`src/hdl/pio_pkg.sv`:
```
// package: constants and carrier types of the parallel io channel
package pio_pkg;

   localparam int unsigned LINES = 32;

   // request command codes
   localparam logic [7:0] CMD_W_OUT_VALUE  = 8'h10;
   localparam logic [7:0] CMD_R_OUT_VALUE  = 8'h11;
   localparam logic [7:0] CMD_R_IN_SAMPLE  = 8'h01;
   localparam logic [7:0] CMD_W_DIRECTION  = 8'h20;
   localparam logic [7:0] CMD_R_DIRECTION  = 8'h21;
   localparam logic [7:0] CMD_W_IRQ_MASK   = 8'h30;
   localparam logic [7:0] CMD_R_IRQ_MASK   = 8'h31;
   localparam logic [7:0] CMD_W_IRQ_POL    = 8'h40;
   localparam logic [7:0] CMD_R_IRQ_POL    = 8'h41;
   localparam logic [7:0] CMD_W_CH_ENABLE  = 8'h50;
   localparam logic [7:0] CMD_R_CH_ENABLE  = 8'h51;
   localparam logic [7:0] CMD_W_IRQ_GATE   = 8'h60;
   localparam logic [7:0] CMD_R_IRQ_GATE   = 8'h61;
   localparam logic [7:0] CMD_W_IRQ_VECTOR = 8'h70;
   localparam logic [7:0] CMD_R_IRQ_VECTOR = 8'h71;
   localparam logic [7:0] CMD_W_SRC_SEL    = 8'h80;
   localparam logic [7:0] CMD_R_SRC_SEL    = 8'h81;
   localparam logic [7:0] CMD_W_EDGE_SEL   = 8'h90;
   localparam logic [7:0] CMD_R_EDGE_SEL   = 8'h91;

   // reply fields
   localparam logic [7:0] IRQ_TRN_ID       = 8'hFF;
   localparam logic [7:0] LEN_WRITE_REPLY  = 8'h02;
   localparam logic [7:0] LEN_READ_REPLY   = 8'h04;
   localparam logic [7:0] LEN_IRQ_PACKET   = 8'h04;
   localparam logic [7:0] ERR_NONE         = 8'h00;
   localparam logic [7:0] ERR_BAD_COMMAND  = 8'h04;

   // reset values and the gate bit index
   localparam logic [31:0] RST_WORD        = 32'h0000_0000;
   localparam logic        RST_IRQ_GATE    = 1'h0;
   localparam logic        RST_CH_ENABLE   = 1'h1;
   localparam int unsigned GATE_BIT        = 0;

   typedef struct packed {
      logic [7:0]  trn;
      logic [7:0]  cmd;
      logic [31:0] data;
   } pio_req_t;

   typedef struct packed {
      logic [7:0]  trn;
      logic [7:0]  len;
      logic [7:0]  err;
      logic [31:0] data;
   } pio_rep_t;

endpackage

```
`src/hdl/pio_channel.sv`:
```
// parallel io channel: 32 pads, request/reply register access, edge interrupts
`timescale 1ns/1ps

// Operation
// thirty-two lines, each separately an output or a tristated input.
// direction bit one enables pad driver; zero is input; reset all inputs.
// output value register drives output pads, bit n to pad n, resets zero.
// input sample register holds flip-flop captured pad values, resets zero.
// source bit zero samples line on every rising system clock edge.
// source bit one samples line on the external strobe pad instead.
// strobe edge bit one captures on falling strobe edge, zero on rising.
// strobe edge bit ignored while source bit is zero.
// global interrupt gate at bit 0 disables all interrupts when zero; resets zero. An event already pending still leaves after the gate clears.
// per-line mask lets only lines with bit one raise interrupts; resets zero.
// polarity bit one triggers on rising transition, zero on falling; resets zero.
// interrupt only with mask bit and gate set and selected edge occurring.
// register writes act on pads and sampling immediately, no commit step.
// every read or write request is answered with a reply packet.
// whole channel can be disabled to save power; ch_enable_q stops only sampling and interrupts, pads stay driven.
// host clears direction, gate and mask bits for input-only use.
// host sets direction, writes output value, clears mask for output use.
// interrupt sends unsolicited packet with id 0xFF carrying the event vector.
// most recent interrupt vector kept in a readable vector register.
// edges found by comparing consecutive samples; one transition gives one event.
module pio_channel (
   input  wire logic             sys_clk,
   input  wire logic             reset,
   input  wire logic             req_valid,
   input  wire pio_pkg::pio_req_t req,
   output logic                  rep_valid,
   output pio_pkg::pio_rep_t     rep,
   input  wire logic [31:0]      pad_in,
   output logic      [31:0]      pad_out,
   output logic      [31:0]      pad_oe,
   input  wire logic             strobe_pad,
   output logic                  ch_active
);

   ////////////////////////////////////////////////////////////////////////////
   // configuration and state registers

   logic [31:0]       out_value_q;
   logic [31:0]       direction_q;
   logic [31:0]       sample_q;
   logic [31:0]       sample_d;
   logic [31:0]       prev_sample_q;
   logic [31:0]       irq_mask_q;
   logic [31:0]       irq_pol_q;
   logic [31:0]       src_sel_q;
   logic [31:0]       edge_sel_q;
   logic [31:0]       irq_vector_q;
   logic [31:0]       irq_pending_q;
   logic              irq_gate_q;
   logic              ch_enable_q;
   logic              rep_valid_q;
   pio_pkg::pio_rep_t rep_q;

   ////////////////////////////////////////////////////////////////////////////
   // pad and strobe synchronisers

   logic [31:0] pad_meta_q;
   logic [31:0] pad_sync_q;
   logic        strobe_meta_q;
   logic        strobe_sync_q;
   logic        strobe_prev_q;

   always_ff @(posedge sys_clk) begin
      if (reset) begin
         pad_meta_q <= pio_pkg::RST_WORD;
         pad_sync_q <= pio_pkg::RST_WORD;
      end else begin
         pad_meta_q <= pad_in;
         pad_sync_q <= pad_meta_q;
      end
   end

   always_ff @(posedge sys_clk) begin
      if (reset) begin
         strobe_meta_q <= 1'h0;
         strobe_sync_q <= 1'h0;
         strobe_prev_q <= 1'h0;
      end else begin
         strobe_meta_q <= strobe_pad;
         strobe_sync_q <= strobe_meta_q;
         strobe_prev_q <= strobe_sync_q;
      end
   end

   // edges seen only after both data and strobe have passed two stages,
   // so pad data captured on a strobe edge is aligned with that edge
   wire strobe_rise = strobe_sync_q & ~strobe_prev_q;
   wire strobe_fall = ~strobe_sync_q & strobe_prev_q;

   ////////////////////////////////////////////////////////////////////////////
   // request decode

   wire       req_take   = req_valid;
   wire [7:0] cmd        = req.cmd;
   wire       wr_out     = req_take && (cmd == pio_pkg::CMD_W_OUT_VALUE);
   wire       wr_dir     = req_take && (cmd == pio_pkg::CMD_W_DIRECTION);
   wire       wr_mask    = req_take && (cmd == pio_pkg::CMD_W_IRQ_MASK);
   wire       wr_pol     = req_take && (cmd == pio_pkg::CMD_W_IRQ_POL);
   wire       wr_enable  = req_take && (cmd == pio_pkg::CMD_W_CH_ENABLE);
   wire       wr_gate    = req_take && (cmd == pio_pkg::CMD_W_IRQ_GATE);
   wire       wr_vector  = req_take && (cmd == pio_pkg::CMD_W_IRQ_VECTOR);
   wire       wr_src     = req_take && (cmd == pio_pkg::CMD_W_SRC_SEL);
   wire       wr_edge    = req_take && (cmd == pio_pkg::CMD_W_EDGE_SEL);
   wire       is_write   = wr_out | wr_dir | wr_mask | wr_pol | wr_enable | wr_gate | wr_vector | wr_src | wr_edge;

   // read decode: one hit per readable register, selected by an and-or tree
   wire        rd_out    = cmd == pio_pkg::CMD_R_OUT_VALUE;
   wire        rd_in     = cmd == pio_pkg::CMD_R_IN_SAMPLE;
   wire        rd_dir    = cmd == pio_pkg::CMD_R_DIRECTION;
   wire        rd_mask   = cmd == pio_pkg::CMD_R_IRQ_MASK;
   wire        rd_pol    = cmd == pio_pkg::CMD_R_IRQ_POL;
   wire        rd_enable = cmd == pio_pkg::CMD_R_CH_ENABLE;
   wire        rd_gate   = cmd == pio_pkg::CMD_R_IRQ_GATE;
   wire        rd_vector = cmd == pio_pkg::CMD_R_IRQ_VECTOR;
   wire        rd_src    = cmd == pio_pkg::CMD_R_SRC_SEL;
   wire        rd_edge   = cmd == pio_pkg::CMD_R_EDGE_SEL;
   wire        rd_hit    = rd_out | rd_in | rd_dir | rd_mask | rd_pol | rd_enable | rd_gate | rd_vector | rd_src
                         | rd_edge;
   // command codes are distinct, so at most one term is ever selected
   wire [31:0] rd_data   = ({32{rd_out}}    & out_value_q)
                         | ({32{rd_in}}     & sample_q)
                         | ({32{rd_dir}}    & direction_q)
                         | ({32{rd_mask}}   & irq_mask_q)
                         | ({32{rd_pol}}    & irq_pol_q)
                         | ({32{rd_enable}} & {31'h0000_0000, ch_enable_q})
                         | ({32{rd_gate}}   & {31'h0000_0000, irq_gate_q})
                         | ({32{rd_vector}} & irq_vector_q)
                         | ({32{rd_src}}    & src_sel_q)
                         | ({32{rd_edge}}   & edge_sel_q);

   wire is_read = req_take && rd_hit;

   ////////////////////////////////////////////////////////////////////////////
   // configuration writes, effective on the next edge

   always_ff @(posedge sys_clk) begin
      if (reset) begin
         out_value_q <= pio_pkg::RST_WORD;
      end else if (wr_out) begin
         out_value_q <= req.data;
      end
   end

   always_ff @(posedge sys_clk) begin
      if (reset) begin
         direction_q <= pio_pkg::RST_WORD;
      end else if (wr_dir) begin
         direction_q <= req.data;
      end
   end

   always_ff @(posedge sys_clk) begin
      if (reset) begin
         irq_mask_q <= pio_pkg::RST_WORD;
      end else if (wr_mask) begin
         irq_mask_q <= req.data;
      end
   end

   always_ff @(posedge sys_clk) begin
      if (reset) begin
         irq_pol_q <= pio_pkg::RST_WORD;
      end else if (wr_pol) begin
         irq_pol_q <= req.data;
      end
   end

   always_ff @(posedge sys_clk) begin
      if (reset) begin
         src_sel_q <= pio_pkg::RST_WORD;
      end else if (wr_src) begin
         src_sel_q <= req.data;
      end
   end

   always_ff @(posedge sys_clk) begin
      if (reset) begin
         edge_sel_q <= pio_pkg::RST_WORD;
      end else if (wr_edge) begin
         edge_sel_q <= req.data;
      end
   end

   always_ff @(posedge sys_clk) begin
      if (reset) begin
         irq_gate_q <= pio_pkg::RST_IRQ_GATE;
      end else if (wr_gate) begin
         irq_gate_q <= req.data[pio_pkg::GATE_BIT];
      end
   end

   always_ff @(posedge sys_clk) begin
      if (reset) begin
         ch_enable_q <= pio_pkg::RST_CH_ENABLE;
      end else if (wr_enable) begin
         ch_enable_q <= req.data[0];
      end
   end

   ////////////////////////////////////////////////////////////////////////////
   // per-line input capture

   logic [31:0] line_capture;

   genvar gi;
   generate
      for (gi = 0; gi < pio_pkg::LINES; gi++) begin : g_line
         // edge select only matters for strobe-sampled lines
         wire strobe_hit = edge_sel_q[gi] ? strobe_fall : strobe_rise;
         wire take       = src_sel_q[gi] ? strobe_hit : 1'b1;
         assign line_capture[gi] = ch_enable_q & take;
         assign sample_d[gi]     = line_capture[gi] ? pad_sync_q[gi] : sample_q[gi];
      end
   endgenerate

   always_ff @(posedge sys_clk) begin
      if (reset) begin
         sample_q <= pio_pkg::RST_WORD;
      end else begin
         sample_q <= sample_d;
      end
   end

   always_ff @(posedge sys_clk) begin
      if (reset) begin
         prev_sample_q <= pio_pkg::RST_WORD;
      end else begin
         prev_sample_q <= sample_q;
      end
   end

   ////////////////////////////////////////////////////////////////////////////
   // interrupt events

   // consecutive registered samples, so one transition is one event
   wire [31:0] rose      = sample_q & ~prev_sample_q;
   wire [31:0] fell      = ~sample_q & prev_sample_q;
   wire [31:0] edge_hit  = (irq_pol_q & rose) | (~irq_pol_q & fell);
   wire        irq_allow = irq_gate_q & ch_enable_q;
   wire [31:0] irq_event = edge_hit & irq_mask_q & ~direction_q & {32{irq_allow}};
   wire        irq_any   = |irq_event;

   ////////////////////////////////////////////////////////////////////////////
   // reply arbitration: request reply wins, interrupt waits in pending

   wire        req_reply   = req_take;
   wire [31:0] pending_all = irq_pending_q | irq_event;
   wire        send_irq    = ~req_reply && (|irq_pending_q);

   // hardware event wins over a host write in the same cycle
   always_ff @(posedge sys_clk) begin
      if (reset) begin
         irq_vector_q <= pio_pkg::RST_WORD;
      end else if (irq_any) begin
         irq_vector_q <= irq_event;
      end else if (wr_vector) begin
         irq_vector_q <= req.data;
      end
   end

   // an event arriving while the pending word leaves is kept, not lost
   always_ff @(posedge sys_clk) begin
      if (reset) begin
         irq_pending_q <= pio_pkg::RST_WORD;
      end else if (send_irq) begin
         irq_pending_q <= irq_event;
      end else begin
         irq_pending_q <= pending_all;
      end
   end

   ////////////////////////////////////////////////////////////////////////////
   // reply packet

   // send_irq is only ever high without a request, so the fields never mix
   wire        rep_fire  = req_reply | send_irq;
   wire        rep_bad   = req_reply & ~is_read & ~is_write;
   wire [7:0]  rep_trn_d = send_irq ? pio_pkg::IRQ_TRN_ID : req.trn;
   wire [7:0]  rep_len_d = send_irq ? pio_pkg::LEN_IRQ_PACKET :
                           is_read  ? pio_pkg::LEN_READ_REPLY : pio_pkg::LEN_WRITE_REPLY;
   wire [7:0]  rep_err_d = rep_bad ? pio_pkg::ERR_BAD_COMMAND : pio_pkg::ERR_NONE;
   wire [31:0] rep_dat_d = send_irq ? irq_pending_q :
                           is_read  ? rd_data : pio_pkg::RST_WORD;
   pio_pkg::pio_rep_t rep_d;
   assign rep_d = {rep_trn_d, rep_len_d, rep_err_d, rep_dat_d};

   always_ff @(posedge sys_clk) begin
      if (reset) begin
         rep_valid_q <= 1'h0;
      end else begin
         rep_valid_q <= rep_fire;
      end
   end

   // the packet stands between pulses, so a slow reader still sees the last one
   always_ff @(posedge sys_clk) begin
      if (reset) begin
         rep_q <= '0;
      end else if (rep_fire) begin
         rep_q <= rep_d;
      end
   end

   ////////////////////////////////////////////////////////////////////////////
   // outputs

   logic [31:0] pad_out_q;
   logic [31:0] pad_oe_q;
   logic        ch_active_q;

   always_ff @(posedge sys_clk) begin
      if (reset) begin
         pad_out_q <= pio_pkg::RST_WORD;
      end else begin
         pad_out_q <= wr_out ? req.data : out_value_q;
      end
   end

   always_ff @(posedge sys_clk) begin
      if (reset) begin
         pad_oe_q <= pio_pkg::RST_WORD;
      end else begin
         pad_oe_q <= wr_dir ? req.data : direction_q;
      end
   end

   // follows the enable register one edge late; reads low during reset
   always_ff @(posedge sys_clk) begin
      if (reset) begin
         ch_active_q <= 1'h0;
      end else begin
         ch_active_q <= ch_enable_q;
      end
   end

   assign pad_out   = pad_out_q;
   assign pad_oe    = pad_oe_q;
   assign rep_valid = rep_valid_q;
   assign rep       = rep_q;
   assign ch_active = ch_active_q;

endmodule

```
`config.mk`:
```
export PLATFORM = sky130hd
export DESIGN_NAME = pio_channel
export DESIGN_NICKNAME = d
export VERILOG_FILES = /design/src/hdl/pio_pkg.sv /design/src/hdl/pio_channel.sv
export SDC_FILE = /design/constraint.sdc
export NUM_CORES = 1
export LEC_CHECK = 0
export BUFFER_PORTS_ARGS = -buffer_cell sky130_fd_sc_hd__buf_2
export CORE_AREA = 2 2 231 188
export CTS_BUF_LIST = sky130_fd_sc_hd__clkbuf_8 sky130_fd_sc_hd__clkbuf_16
export CTS_CLUSTER_DIAMETER = 50
export CTS_CLUSTER_SIZE = 12
export DETAILED_ROUTE_END_ITERATION = 6
export DIE_AREA = 0 0 233 190
export GPL_TIMING_DRIVEN = 0
export SLEW_MARGIN = 5
export SYNTH_ARGS = -nofsm -noshare
export SYNTH_HDL_FRONTEND = slang
export SYNTH_SLANG_ARGS = --single-unit
```
`constraint.sdc`:
```
create_clock -name sys_clk -period 2.5 [get_ports sys_clk]
set_input_delay 0.5 -clock sys_clk [delete_from_list [all_inputs] [get_ports sys_clk]]
set_output_delay 0.5 -clock sys_clk [all_outputs]
set_load 0.01 [all_outputs]
```
### Word level (Yosys, flattened, before mapping)

Index checks and enable logic that the tools add are counted.
W data, S select, Z words.

| word-level totals | value |
|---|---|
| register bits after elaboration | 447 |
| bits of input ports | 84 |
| output and inout bits | 122 |

| operators by class | value |
|---|---|
| equal/unequal tests | 19 |
| multiplexer cells | 73 |
| bitwise logic cells | 92 |
| reduce and logical (&&, ||, !) cells | 14 |

Operators with widths:

| operator | number |
|---|---|
| $and A32 B32 Y32 | 15 |
| $or A32 B32 Y32 | 11 |
| $mux W32 | 5 |
| $not A32 Y32 | 4 |
| $and A32 B1 Y32 | 2 |
| $eq A8 B7 Y1 const B | 8 |
| $mux W1 | 64 |
| $reduce_or A32 Y1 | 2 |
| $and A1 B1 Y1 | 37 |
| $eq A8 B6 Y1 const B | 4 |
| $eq A8 B8 Y1 const B | 4 |
| $or A1 B1 Y1 | 18 |
| $eq A8 B5 Y1 const B | 2 |
| $logic_and A1 B1 Y1 | 11 |
| $mux W3 | 3 |
| $eq A8 B1 Y1 const B | 1 |
| $mux W8 | 1 |
| $not A1 Y1 | 5 |
| $reduce_bool A2 Y1 | 1 |

### Depth between registers and ports, before layout

Gate-level depths: netlist (run 1).

| logic depth | value |
|---|---|
| depth in word-level cells | 15 |
| mapped depth | 9 |

### Worst setup path after synthesis (run 1)

No wires, ideal clock.

| path | value |
|---|---|
| kind | input to register |
| start | input port req[37] (netlist bit) |
| end | register rep_q (netlist bit rep[24]) |
| data arrival time | 1.916 ns |
| data required time | 2.372 ns |
| path slack | 0.457 ns |
| stages on the path | 7 |
| cell sequence | buf_4 buf_4 buf_2 mux4_2 a22oi_1 o22a_1 nor2_1 |

| on the way | value |
|---|---|
| longest elaborated chain between the ends | 13 |
| elaborated cells between the ends (all ways) | 41 |
| classes of those cells | eq/ne (10); mux (2); bitwise (28); reduce/logical (1) |

RTL lines:

| item | line | source |
|---|---|---|
| from (decl) | pio_channel.sv:29 | `input wire pio_pkg::pio_req_t req,` |
| $eq A8 B5 Y1 or $eq A8 B1 Y1 (tied branches) | pio_channel.sv:111, pio_channel.sv:112 |  |
| $and A32 B32 Y32 (tied with other cells) | pio_channel.sv:124 | `wire [31:0] rd_data = ({32{rd_out}} & out_value_q)` |
| $or A32 B32 Y32 or $or A1 B1 Y1 (tied branches) | pio_channel.sv:125, pio_channel.sv:121 |  |
| $or A32 B32 Y32 or $or A1 B1 Y1 (tied branches) | pio_channel.sv:126, pio_channel.sv:121 |  |
| $or A32 B32 Y32 or $or A1 B1 Y1 (tied branches) | pio_channel.sv:127, pio_channel.sv:121 |  |
| $or A32 B32 Y32 or $or A1 B1 Y1 (tied branches) | pio_channel.sv:128, pio_channel.sv:121 |  |
| $or A32 B32 Y32 or $or A1 B1 Y1 (tied branches) | pio_channel.sv:129, pio_channel.sv:121 |  |
| $or A32 B32 Y32 or $or A1 B1 Y1 (tied branches) | pio_channel.sv:130, pio_channel.sv:121 |  |
| $or A32 B32 Y32 or $or A1 B1 Y1 (tied branches) | pio_channel.sv:131, pio_channel.sv:121 |  |
| $or A32 B32 Y32 or $or A1 B1 Y1 (tied branches) | pio_channel.sv:132, pio_channel.sv:122 |  |
| $or A32 B32 Y32 or $logic_and A1 B1 Y1 (tied branches) | pio_channel.sv:133, pio_channel.sv:135 |  |
| $mux W32 (*) | pio_channel.sv:287 | `is_read ? rd_data : pio_pkg::RST_WORD;` |
| $mux W32 (*) | pio_channel.sv:286 | `wire [31:0] rep_dat_d = send_irq ? irq_pending_q :` |
| to (signal assigned) | pio_channel.sv:304 | `rep_q <= rep_d;` |
| to (decl) | pio_channel.sv:56 | `pio_pkg::pio_rep_t rep_q;` |

Mark *: on every way between the ends. The rest lies on a longest branch, timed or not.
A chain may end at the register's enable or synchronous reset.

### Final worst setup path (run 1)

| path | value |
|---|---|
| start | register sample_q[17] |
| end | register irq_vector_q[14] |

| on the way | value |
|---|---|
| longest elaborated chain between the ends | 9 |
| elaborated cells between the ends (all ways) | 12 |
| classes of those cells | mux (1); bitwise (9); reduce/logical (2) |

RTL lines:

| item | line | source |
|---|---|---|
| from (decl) | pio_channel.sv:44 | `logic [31:0] sample_q;` |
| from (signal assigned) | pio_channel.sv:222 | `sample_q <= pio_pkg::RST_WORD;` |
| from (signal assigned) | pio_channel.sv:224 | `sample_q <= sample_d;` |
| $not A32 Y32 | pio_channel.sv:241 | `wire [31:0] fell = ~sample_q & prev_sample_q;` |
| $and A32 B32 Y32 | pio_channel.sv:241 |  |
| $and A32 B32 Y32 | pio_channel.sv:242 | `wire [31:0] edge_hit = (irq_pol_q & rose) \| (~irq_pol_q & fell);` |
| $or A32 B32 Y32 (*) | pio_channel.sv:242 |  |
| $and A32 B32 Y32 (*) (3 in a row) | pio_channel.sv:244 | `wire [31:0] irq_event = edge_hit & irq_mask_q & ~direction_q & {32{irq_allow}};` |
| $reduce_or A32 Y1 (*) | pio_channel.sv:245 | `wire irq_any = \|irq_event;` |
| $mux W32 or $reduce_bool A2 Y1 (tied branches) | - |  |
| to (signal assigned) | pio_channel.sv:257 | `irq_vector_q <= pio_pkg::RST_WORD;` |
| to (signal assigned) | pio_channel.sv:259 | `irq_vector_q <= irq_event;` |
| to (signal assigned) | pio_channel.sv:261 | `irq_vector_q <= req.data;` |
| to (decl) | pio_channel.sv:51 | `logic [31:0] irq_vector_q;` |

Marks and branches as above.

==> impl_metrics.env, run 1 <==
export IMPL_status="finished, violations left"
export IMPL_violations="setup timing"
export IMPL_layout_drive_gt1_share_pct=16.2
export IMPL_antenna_found_initial=0
export IMPL_period_needed_ns=2.53
export IMPL_synth_top_family_by_area="simple AND/OR/NAND/NOR gates"
export IMPL_clkLatencyLatePin_ns=0.57
export IMPL_p_sw_share_pct=24.4
export IMPL_cpMaxStageDelayCell="a21oi_1"
export IMPL_ios=206
export IMPL_die_area_um2=44300
export IMPL_core_um2=42300
export IMPL_vdd_drop_max_mv=0.482
export IMPL_rsz0062_at_grt="false"
export IMPL_cts_root_buf="clkbuf_16"
export IMPL_finalSetupTns_ns=-0.229
export IMPL_worst_ep_arrival_time_ns=2.98
export IMPL_gr_total_overflow=0
export IMPL_path_class="register to register"
export IMPL_mostFrequentLayoutCell="nand2_1"
export IMPL_place_congestion=0.959
export IMPL_switching_power_uw=3470
export IMPL_setup_violations=13
export IMPL_crit_chain="or3b_1, a21oi_1, nor4_1, and4_1, a41oi_2, buf_4, o21ai_1"
export IMPL_dpl_hpwl_um=54100
export IMPL_grt_pass1_wl_um=107000
export IMPL_critPathRequiredTime_ns=2.94
export IMPL_drt_iter0_drc=2269
export IMPL_rows=68
export IMPL_pwr_share_comb_pct=5.9
export IMPL_synth_mux_area_share_pct=6.60
export IMPL_cts_buffer_depth=3
export IMPL_grt_usage_pct=32.8
export IMPL_synthAdderAreaFrac_pct=0
export IMPL_hold_viol_final=0
export IMPL_fin_util_pct=51.4
export IMPL_synthSimpleGateAreaFrac_pct=25.1
export IMPL_clkPwrFrac_pct=44.2
export IMPL_cp_slowest_stage_delay_ns=0.69
export IMPL_fill_cells=4066
export IMPL_synth_ff_type="dfxtp_1"
export IMPL_finalCritPeriodShare_pct=101
export IMPL_routed_wl_um=74000
export IMPL_synthXorXnorAreaFrac_pct=0
export IMPL_holdBufCountCts=0
export IMPL_worst_slack_ns=-0.0331
export IMPL_leakagePower_uw=0.00800
export IMPL_cts_htree_levels=2
export IMPL_fin_hold_ws_ns=0.142
export IMPL_path_clk_slew_ns=0.06
export IMPL_synthArstFlopShare_pct=0
export IMPL_tightest_slew_ns=1.01
export IMPL_maxCapViolCount=0
export IMPL_synth_edff_count=0
export IMPL_hp_class="input port to register"
export IMPL_netlist_instances=2263
export IMPL_die_w_um=233
export IMPL_drc=0
export IMPL_syn_to_final_growth_pct=16.5
export IMPL_ys_seq_elements=434
export IMPL_slew_violations=0
export IMPL_synth_warnings=0
export IMPL_syn_area_um2=18700
export IMPL_clock_skew_ns=0.0214
export IMPL_ys_seq_area_share_pct=46.6
export IMPL_fmax_mhz=395
export IMPL_wl_per_cell_um=24.0
export IMPL_first_global_vias=16500
export IMPL_cts_sinks=434
export IMPL_detail_route_antenna_nets=0
export IMPL_nNetsFinal=2594
export IMPL_path_max_fanout=10
export IMPL_cts_tree="done"
export IMPL_io_buffers=188
export IMPL_vias=18100
export IMPL_crit_path_end_kind="register"
export IMPL_fp_dieH_um=190
export IMPL_p_int_uw=10700
export IMPL_pwr_share_seq_pct=49.9
export IMPL_final_cell_mix="nand2_1 (583), dfxtp_1 (434), a21oi_1 (301), buf_2 (228), nor2_1 (149)"
export IMPL_cts_buffers=45
export IMPL_initial_utilization_pct=44.1
export IMPL_fin_area_um2=21700
export IMPL_drt_first_pass_iters=6
export IMPL_routed_via_density=5.86
export IMPL_avgSynthCellArea_um2=8.25
export IMPL_grt_max_degree=13
export IMPL_setup_worst_path_start_class="register"
export IMPL_n_antenna_cell=0
export IMPL_synth_compound_area_share_pct=16.8
export IMPL_synth_distinct_cells=52
export IMPL_placed_area_um2=20300
export IMPL_p_per_area_nw_per_um2=653
export IMPL_slew_headroom_pct=32.8
-- Yosys cell counts (all sizes together), types with 2 or more instances --
cell type,n,share of area (%)
a2111oi,2,0.16
a21oi,306,8.2
a221oi,9,0.42
a22oi,91,3.7
and2,5,0.17
and3,5,0.17
and3b,15,0.70
buf,69,2.2
clkbuf,122,2.5
dfxtp,434,47
inv,12,0.24
mux2,32,1.9
mux2i,15,0.80
mux4,32,3.9
nand2,583,12
nand2b,21,0.70
nand3,40,1.1
nand3b,18,0.72
nor2,150,3.0
nor2b,104,3.5
nor3,26,0.72
nor3b,12,0.48
nor4,16,0.62
nor4b,5,0.43
o211ai,32,1.3
o21ai,32,0.86
o22a,31,1.5
o22ai,14,0.47
or3b,18,0.84
-- critical path: cells and delay by family, from the launching register on --
kind	cells	cell delay [ns]
buffers and inverters	1	0.31
and+or+nand+nor	3	0.70
AOI/OAI and AO/OA	3	1.06
DFF	1	0.34
-- per-stage QoR --
| step | instances | total power, uW | setup WS, ns |
|---|---|---|---|
| floorplan | 2275 | 7640 | 0.457 |
| global placement | 3023 | 8040 | -0.800 |
| detailed placement | 3023 | 8060 | -0.827 |
| CTS | 3086 | 14200 | 0.00885 |
| global route | 3086 | 14600 | 0.0114 |
| finish | 3086 | 14200 | -0.0331 |
-- timing repair --
| item | 4_1_cts | 5_1_grt |
|---|---|---|
| buffers inserted | 0 | 0 |
| gates resized for setup | 13 | 25 |
| endpoints found under the setup margin | 161 | 55 |
-- registers in the layout (all words and copies together) (netlist names) --
name,flops
rep,43
edge_sel_q,32
irq_mask_q,32
irq_pending_q,32
irq_pol_q,32
irq_vector_q,32
pad_meta_q,32
pad_oe,32
pad_out,32
pad_sync_q,32
prev_sample_q,32
sample_q,32
src_sel_q,32
ch_active,1
ch_enable_q,1
irq_gate_q,1
rep_valid,1
strobe_meta_q,1
strobe_prev_q,1
strobe_sync_q,1
-- routing by layer --
layer / vias to the layer above / routed length (um) / track usage, %
met2: 1077 / 30100 / 47.2
met5: - / 0 / 0
li1: 8217 / - / -
met1: 8624 / 32200 / 48.0
met4: 0 / 2640 / 11.3
met3: 165 / 8990 / 7.48
-- layout make-up --
class	instances	area, um2	area share [%]
Multi-Input combinational cell	1638	9190	42.3
Sequential cell	434	8690	40.0
Clock buffer	47	1180	5.41
Timing Repair Buffer	188	941	4.33
Buffer	191	883	4.06
Tap cell	560	701	3.22
Clock inverter	16	116	0.535
Inverter	12	45.0	0.207
-- final timing paths --
| kind | start | end | cells after the start | slack (ns) |
|---|---|---|---|---|
| worst max-delay path | sample_q[17] | irq_vector_q[14] | 7 | -0.03 |
| worst min-delay path | pad_in[11] | pad_meta_q[11] | 2 | 0.14 |
| worst max register to register | sample_q[17] | irq_vector_q[14] | 7 | -0.03 |
| worst min register to register | pad_meta_q[12] | pad_sync_q[12] | 1 | 0.43 |
-- cells by family (layout without fill, tap and decap cells) --
kind of cell / count (synthesis) / in the layout
AND/OR/NAND/NOR: 1023 / 1023
AO/OA/AOI/OAI: 523 / 523
flip-flops: 434 / 434
buffers and inverters: 203 / 454
multiplexers: 79 / 79
other: 1 / 13
-- power by group through the flow --
stage / Clock (uW) / Combinational [uW] / Sequential, uW
after floorplan: 0 / 410 / 7230
after global placement: 0 / 809 / 7240
after detailed placement: 0 / 818 / 7240
after CTS: 6300 / 822 / 7090
after global routing: 6570 / 888 / 7090
final: 6280 / 843 / 7090
Note: power is estimated with default switching activity, not from simulation.
==> inputs of run 2 (changes only) <==
SETUP_SLACK_MARGIN = 0.02   (was default)
==> impl_metrics.env, run 2 (synthesized netlist as in run 1, its figures left out) <==
export IMPL_place_congestion=0.959
export IMPL_cts_htree_levels=2
export IMPL_rrSetupSlack_ns=-0.01
export IMPL_core_um2=42300
export IMPL_status="finished, violations left"
export IMPL_slew_headroom_pct=32.6
export IMPL_placed_cells=3023
export IMPL_detail_route_antenna_nets=0
export IMPL_top_layer_used="met4"
export IMPL_path_class="register to register"
export IMPL_path_clk_slew_ns=0.06
export IMPL_maxCapViolCount=0
export IMPL_clkPwrFrac_pct=44.2
export IMPL_hold_viol_final=0
export IMPL_reg2reg_depth=7
export IMPL_setup_worst_path_start_class="register"
export IMPL_layout_drive_gt1_share_pct=16.4
export IMPL_wl_met1_um=32300
export IMPL_path_depth=7
export IMPL_crit_path_end_kind="register"
export IMPL_gr_total_overflow=0
export IMPL_nNetsFinal=2593
export IMPL_p_int_uw=10700
export IMPL_fin_area_um2=21800
export IMPL_critPathBufInv=1
export IMPL_cp_slowest_stage_delay_ns=0.68
export IMPL_wl_per_cell_um=24.0
export IMPL_mostFrequentLayoutCell="nand2_1"
export IMPL_die_w_um=233
export IMPL_vias=18100
export IMPL_worst_ep_arrival_time_ns=2.96
export IMPL_finalNonFillerCells=3085
export IMPL_clock_skew_ns=0.0191
export IMPL_routed_via_density=5.86
export IMPL_cts_tree="done"
export IMPL_hp_class="input port to register"
export IMPL_violations="setup timing"
export IMPL_clkLatencyLatePin_ns=0.57
export IMPL_n_antenna_cell=0
export IMPL_drt_first_pass_iters=6
export IMPL_tightest_slew_ns=1.01
export IMPL_ios=206
export IMPL_p_per_area_nw_per_um2=653
export IMPL_critPathRequiredTime_ns=2.95
export IMPL_grt_pass1_wl_um=107000
export IMPL_drc=0
export IMPL_setup_violations=6
export IMPL_first_global_vias=16500
export IMPL_post_cts_buffers=0
export IMPL_final_cell_mix="nand2_1 (583), dfxtp_1 (434), a21oi_1 (300), buf_2 (227), nor2_1 (149)"
export IMPL_period_needed_ns=2.51
export IMPL_initial_utilization_pct=44.1
export IMPL_syn_to_final_growth_pct=16.6
export IMPL_cts_buffer_depth=3
export IMPL_dpl_hpwl_um=54100
export IMPL_antenna_found_initial=0
export IMPL_cpLargestDelayFamily="compound AO/OA/AOI/OAI gates"
export IMPL_worst_slack_ns=-0.00999
export IMPL_cts_root_buf="clkbuf_16"
export IMPL_p_total_uw=14200
export IMPL_largest_reg_flops=43
export IMPL_io_buffers=188
export IMPL_die_area_um2=44300
export IMPL_path_max_fanout=10
export IMPL_drt_iter0_drc=2295
export IMPL_routed_wl_um=74200
export IMPL_p_sw_share_pct=24.5
export IMPL_hold_depth=2
export IMPL_rows=68
export IMPL_pwr_share_comb_pct=5.9
export IMPL_finalSetupTns_ns=-0.0380
export IMPL_pwr_share_seq_pct=49.8
export IMPL_finalCritPeriodShare_pct=100
export IMPL_timing_rr_end="irq_vector_q[14]"
export IMPL_cts_sinks=434
export IMPL_crit_chain="or3b_1, a21oi_1, nor4_1, and4_1, a41oi_2, buf_4, o21ai_1"
export IMPL_leakagePower_uw=0.00800
export IMPL_reg2reg_from="sample_q[17]"
export IMPL_grt_usage_pct=32.8
export IMPL_fmax_mhz=398
export IMPL_slew_violations=0
export IMPL_grt_max_degree=20
export IMPL_routed_wl_met2_um=30600
export IMPL_cts_buffers=45
export IMPL_crit_end="irq_vector_q[14]"
export IMPL_startpoint="sample_q[17]"
export IMPL_fp_dieH_um=190
export IMPL_rsz0062_at_grt="false"
export IMPL_routed_wl_met3_um=8790
export IMPL_placed_area_um2=20300
export IMPL_cpMaxStageDelayCell="a21oi_1"
export IMPL_vdd_drop_max_mv=0.481
export IMPL_switching_power_uw=3480
run 2: through the flow:
stage | util [%] | worst slack (ns) | hold WS [ns]
after floorplan | - | 0.457 | 0.414
after global placement | 48.1 | -0.800 | 0.416
after detailed placement | 48.1 | -0.827 | 0.424
after CTS | 51.3 | 0.0309 | 0.128
after global routing | 51.5 | 0.0226 | 0.141
final | 51.5 | -0.00999 | 0.141
run 2: worst min path at each step:
stage | end | start | slack, ns
after CTS | pad_meta_q[15] | pad_in[15] | 0.13
final | pad_meta_q[11] | pad_in[11] | 0.14
after floorplan | pad_sync_q[0] | pad_meta_q[0] | 0.41
after global routing | pad_meta_q[3] | pad_in[3] | 0.14
after global placement | pad_sync_q[12] | pad_meta_q[12] | 0.42
after detailed placement | pad_sync_q[20] | pad_meta_q[20] | 0.42
run 2: layer usage:
| metal | GRT usage (%) | vias to the layer above |
|---|---|---|
| met5 | 0 | - |
| met4 | 11.3 | 0 |
| met3 | 7.22 | 145 |
| met2 | 47.3 | 1058 |
| met1 | 48.0 | 8664 |
| li1 | - | 8208 |
run 2: power groups by stage:
| stage | Sequential, uW | Combinational [uW] | Clock [uW] |
|---|---|---|---|
| 3_5_place_dp | 7240 | 818 | 0 |
| 3_3_place_gp | 7240 | 809 | 0 |
| 6_report | 7090 | 844 | 6290 |
| 2_1_floorplan | 7230 | 410 | 0 |
| 4_1_cts | 7090 | 821 | 6300 |
| 5_1_grt | 7090 | 887 | 6570 |
run 2: timing repair:
action                                  CTS  global route
hold buffers                              0             0
resized for setup                        15            33
pin swaps                                 0             0
endpoints found under the setup margin  194            96
run 2: cell type report:
class,count,area (um2)
multi-input combinational,1638,9210
clock buffer,47,1180
inverter,12,45.0
sequential,434,8690
clock inverter,16,116
buffer,190,885
timing repair buffer,188,941
fill,4063,20500
tap,560,701
==> inputs of run 3 (changes only) <==
CTS_CLUSTER_DIAMETER = 100   (was 50)
TNS_END_PERCENT = 5   (was default)
==> impl_metrics.env, run 3 (synthesized netlist as in run 1, its figures left out) <==
export IMPL_status="finished, violations left"
export IMPL_violations="setup timing"
export IMPL_p_sw_share_pct=24.3
export IMPL_hp_class="input port to register"
export IMPL_first_global_vias=16400
export IMPL_path_class="input port to register"
export IMPL_antenna_found_initial=0
export IMPL_final_cell_mix="nand2_1 (583), dfxtp_1 (434), a21oi_1 (301), buf_2 (228), nor2_1 (149)"
export IMPL_path_max_fanout=10
export IMPL_finalSetupTns_ns=-1.93
export IMPL_fp_dieH_um=190
export IMPL_finalNonFillerCells=3068
export IMPL_vias=18100
export IMPL_critPathRequiredTime_ns=2.89
export IMPL_fill_cells=4071
export IMPL_die_w_um=233
export IMPL_routed_wl_um=74000
export IMPL_drc=0
export IMPL_mostFrequentLayoutCell="nand2_1"
export IMPL_fmax_mhz=386
export IMPL_crit_path_end_kind="register"
export IMPL_reg2reg_depth=7
export IMPL_routed_via_density=5.89
export IMPL_holdPathEnd="pad_meta_q[15]"
export IMPL_core_um2=42300
export IMPL_pwr_share_seq_pct=52.0
export IMPL_pwr_share_comb_pct=6.2
export IMPL_rrSetupSlack_ns=-0.02
export IMPL_fin_hold_ws_ns=0.143
export IMPL_clkLatencyLatePin_ns=0.56
export IMPL_leakagePower_uw=0.00788
export IMPL_period_needed_ns=2.59
export IMPL_cp_slowest_stage_delay_ns=0.78
export IMPL_crit_chain="buf_2, clkbuf_1, clkbuf_2, clkbuf_1, buf_1, a21oi_1"
export IMPL_cts_root_buf="clkbuf_16"
export IMPL_worst_ep_arrival_time_ns=2.98
export IMPL_reg2reg_from="sample_q[17]"
export IMPL_place_congestion=0.959
export IMPL_wl_per_cell_um=24.1
export IMPL_setup_worst_path_start_class="input port"
export IMPL_rsz0062_at_grt="true"
export IMPL_cts_buffer_depth=3
export IMPL_clock_skew_ns=0.0214
export IMPL_cts_htree_levels=2
export IMPL_placed_cells=3023
export IMPL_grt_usage_pct=32.9
export IMPL_switching_power_uw=3310
export IMPL_setup_violations=61
export IMPL_worst_slack_ns=-0.0905
export IMPL_finalCritPeriodShare_pct=104
export IMPL_timing_rr_end="irq_vector_q[14]"
export IMPL_detail_route_antenna_nets=0
export IMPL_cpMaxStageDelayCell="buf_1"
export IMPL_grt_max_degree=13
export IMPL_crit_top_cell="clkbuf_1"
export IMPL_hold_depth=2
export IMPL_initial_utilization_pct=44.1
export IMPL_n_antenna_cell=0
export IMPL_layout_drive_gt1_share_pct=16.0
export IMPL_drt_first_pass_iters=6
export IMPL_drt_iter0_drc=2428
export IMPL_dpl_hpwl_um=54100
export IMPL_cts_buffers=42
export IMPL_grt_pass1_wl_um=107000
export IMPL_p_per_area_nw_per_um2=632
export IMPL_placed_area_um2=20300
export IMPL_fin_util_pct=51.0
export IMPL_hold_viol_final=0
export IMPL_path_clk_slew_ns=0.06
export IMPL_hp_start="pad_in[15]"
export IMPL_syn_to_final_growth_pct=15.5
export IMPL_nNetsFinal=2591
export IMPL_cts_sinks=434
export IMPL_p_int_uw=10300
export IMPL_die_area_um2=44300
export IMPL_ios=206
export IMPL_largest_reg_flops=43
export IMPL_gr_total_overflow=0
export IMPL_tightest_slew_ns=1.04
export IMPL_vdd_drop_max_mv=0.430
export IMPL_io_buffers=188
export IMPL_slew_headroom_pct=30.4
export IMPL_maxCapViolCount=0
export IMPL_fin_area_um2=21500
export IMPL_clkPwrFrac_pct=41.8
export IMPL_slew_violations=0
export IMPL_rows=68
export IMPL_cts_tree="done"
run 3: cell count changes in the layout (fill, tap and decap cells not counted), sizes merged, moves of 2 or more:
cell / previous run / this run
inv: 21 / 14
clkbuf: 169 / 165
clkinv: 4 / 0
buf: 255 / 257
clkinvlp: 2 / 0
run 3: power groups by stage:
| stage | clock, uW | combinational [uW] | sequential, uW |
|---|---|---|---|
| floorplan | 0 | 410 | 7230 |
| global placement | 0 | 809 | 7240 |
| detailed placement | 0 | 818 | 7240 |
| CTS | 5750 | 823 | 7080 |
| global route | 6030 | 886 | 7090 |
| finish | 5700 | 846 | 7090 |
run 3: layout make-up:
type                       instances  area (um2)  area share (%)
buffer                           191         880            4.08
sequential                       434        8690            40.3
clock buffer                      43        1080            4.99
timing repair buffer             188         941            4.37
multi-input combinational       1638        9200            42.7
inverter                          12        45.0           0.209
tap                              560         701            3.25
clock inverter                     2        20.0          0.0929
run 3: timing repair:
| action | 4_1_cts | 5_1_grt |
|---|---|---|
| resized for setup | 17 | 23 |
| hold buffers | 0 | 0 |
| gates cloned | 0 | 0 |
| setup buffers | 0 | 0 |
| setup endpoints to repair | 195 | 95 |
run 3: metrics by stage:
| stage | worst slack, ns | total power [uW] |
|---|---|---|
| 2_1_floorplan | 0.457 | 7640 |
| 3_3_place_gp | -0.800 | 8040 |
| 3_5_place_dp | -0.827 | 8060 |
| 4_1_cts | 0.0218 | 13700 |
| 5_1_grt | -0.0706 | 14000 |
| 6_report | -0.0905 | 13600 |
run 3: worst max-delay path by stage:
| stage | startpoint | to | slack, ns | cells past startpoint |
|---|---|---|---|---|
| 2_1_floorplan | req[37] | rep[24] | 0.46 | 7 |
| 3_3_place_gp | reset | rep_valid | -0.80 | 6 |
| 3_5_place_dp | reset | rep_valid | -0.83 | 6 |
| 4_1_cts | sample_q[15] | irq_vector_q[19] | 0.02 | 7 |
| 5_1_grt | reset | sample_q[1] | -0.07 | 6 |
| 6_report | reset | pad_oe[23] | -0.09 | 6 |
run 3: critical path, delay by kind of cell:
| kind | cells | cell delay (ns) |
|---|---|---|
| AOI/OAI and AO/OA | 1 | 0.10 |
| buffers and inverters | 5 | 2.37 |
run 3: per-layer routing:
layer / track usage [%] / share of wire (%) / vias to the layer above
li1: - / - / 8173
met1: 48.3 / 44 / 8640
met2: 47.3 / 41 / 1107
met3: 7.28 / 12 / 155
met4: 11.0 / 3.3 / 0
met5: 0 / 0 / -
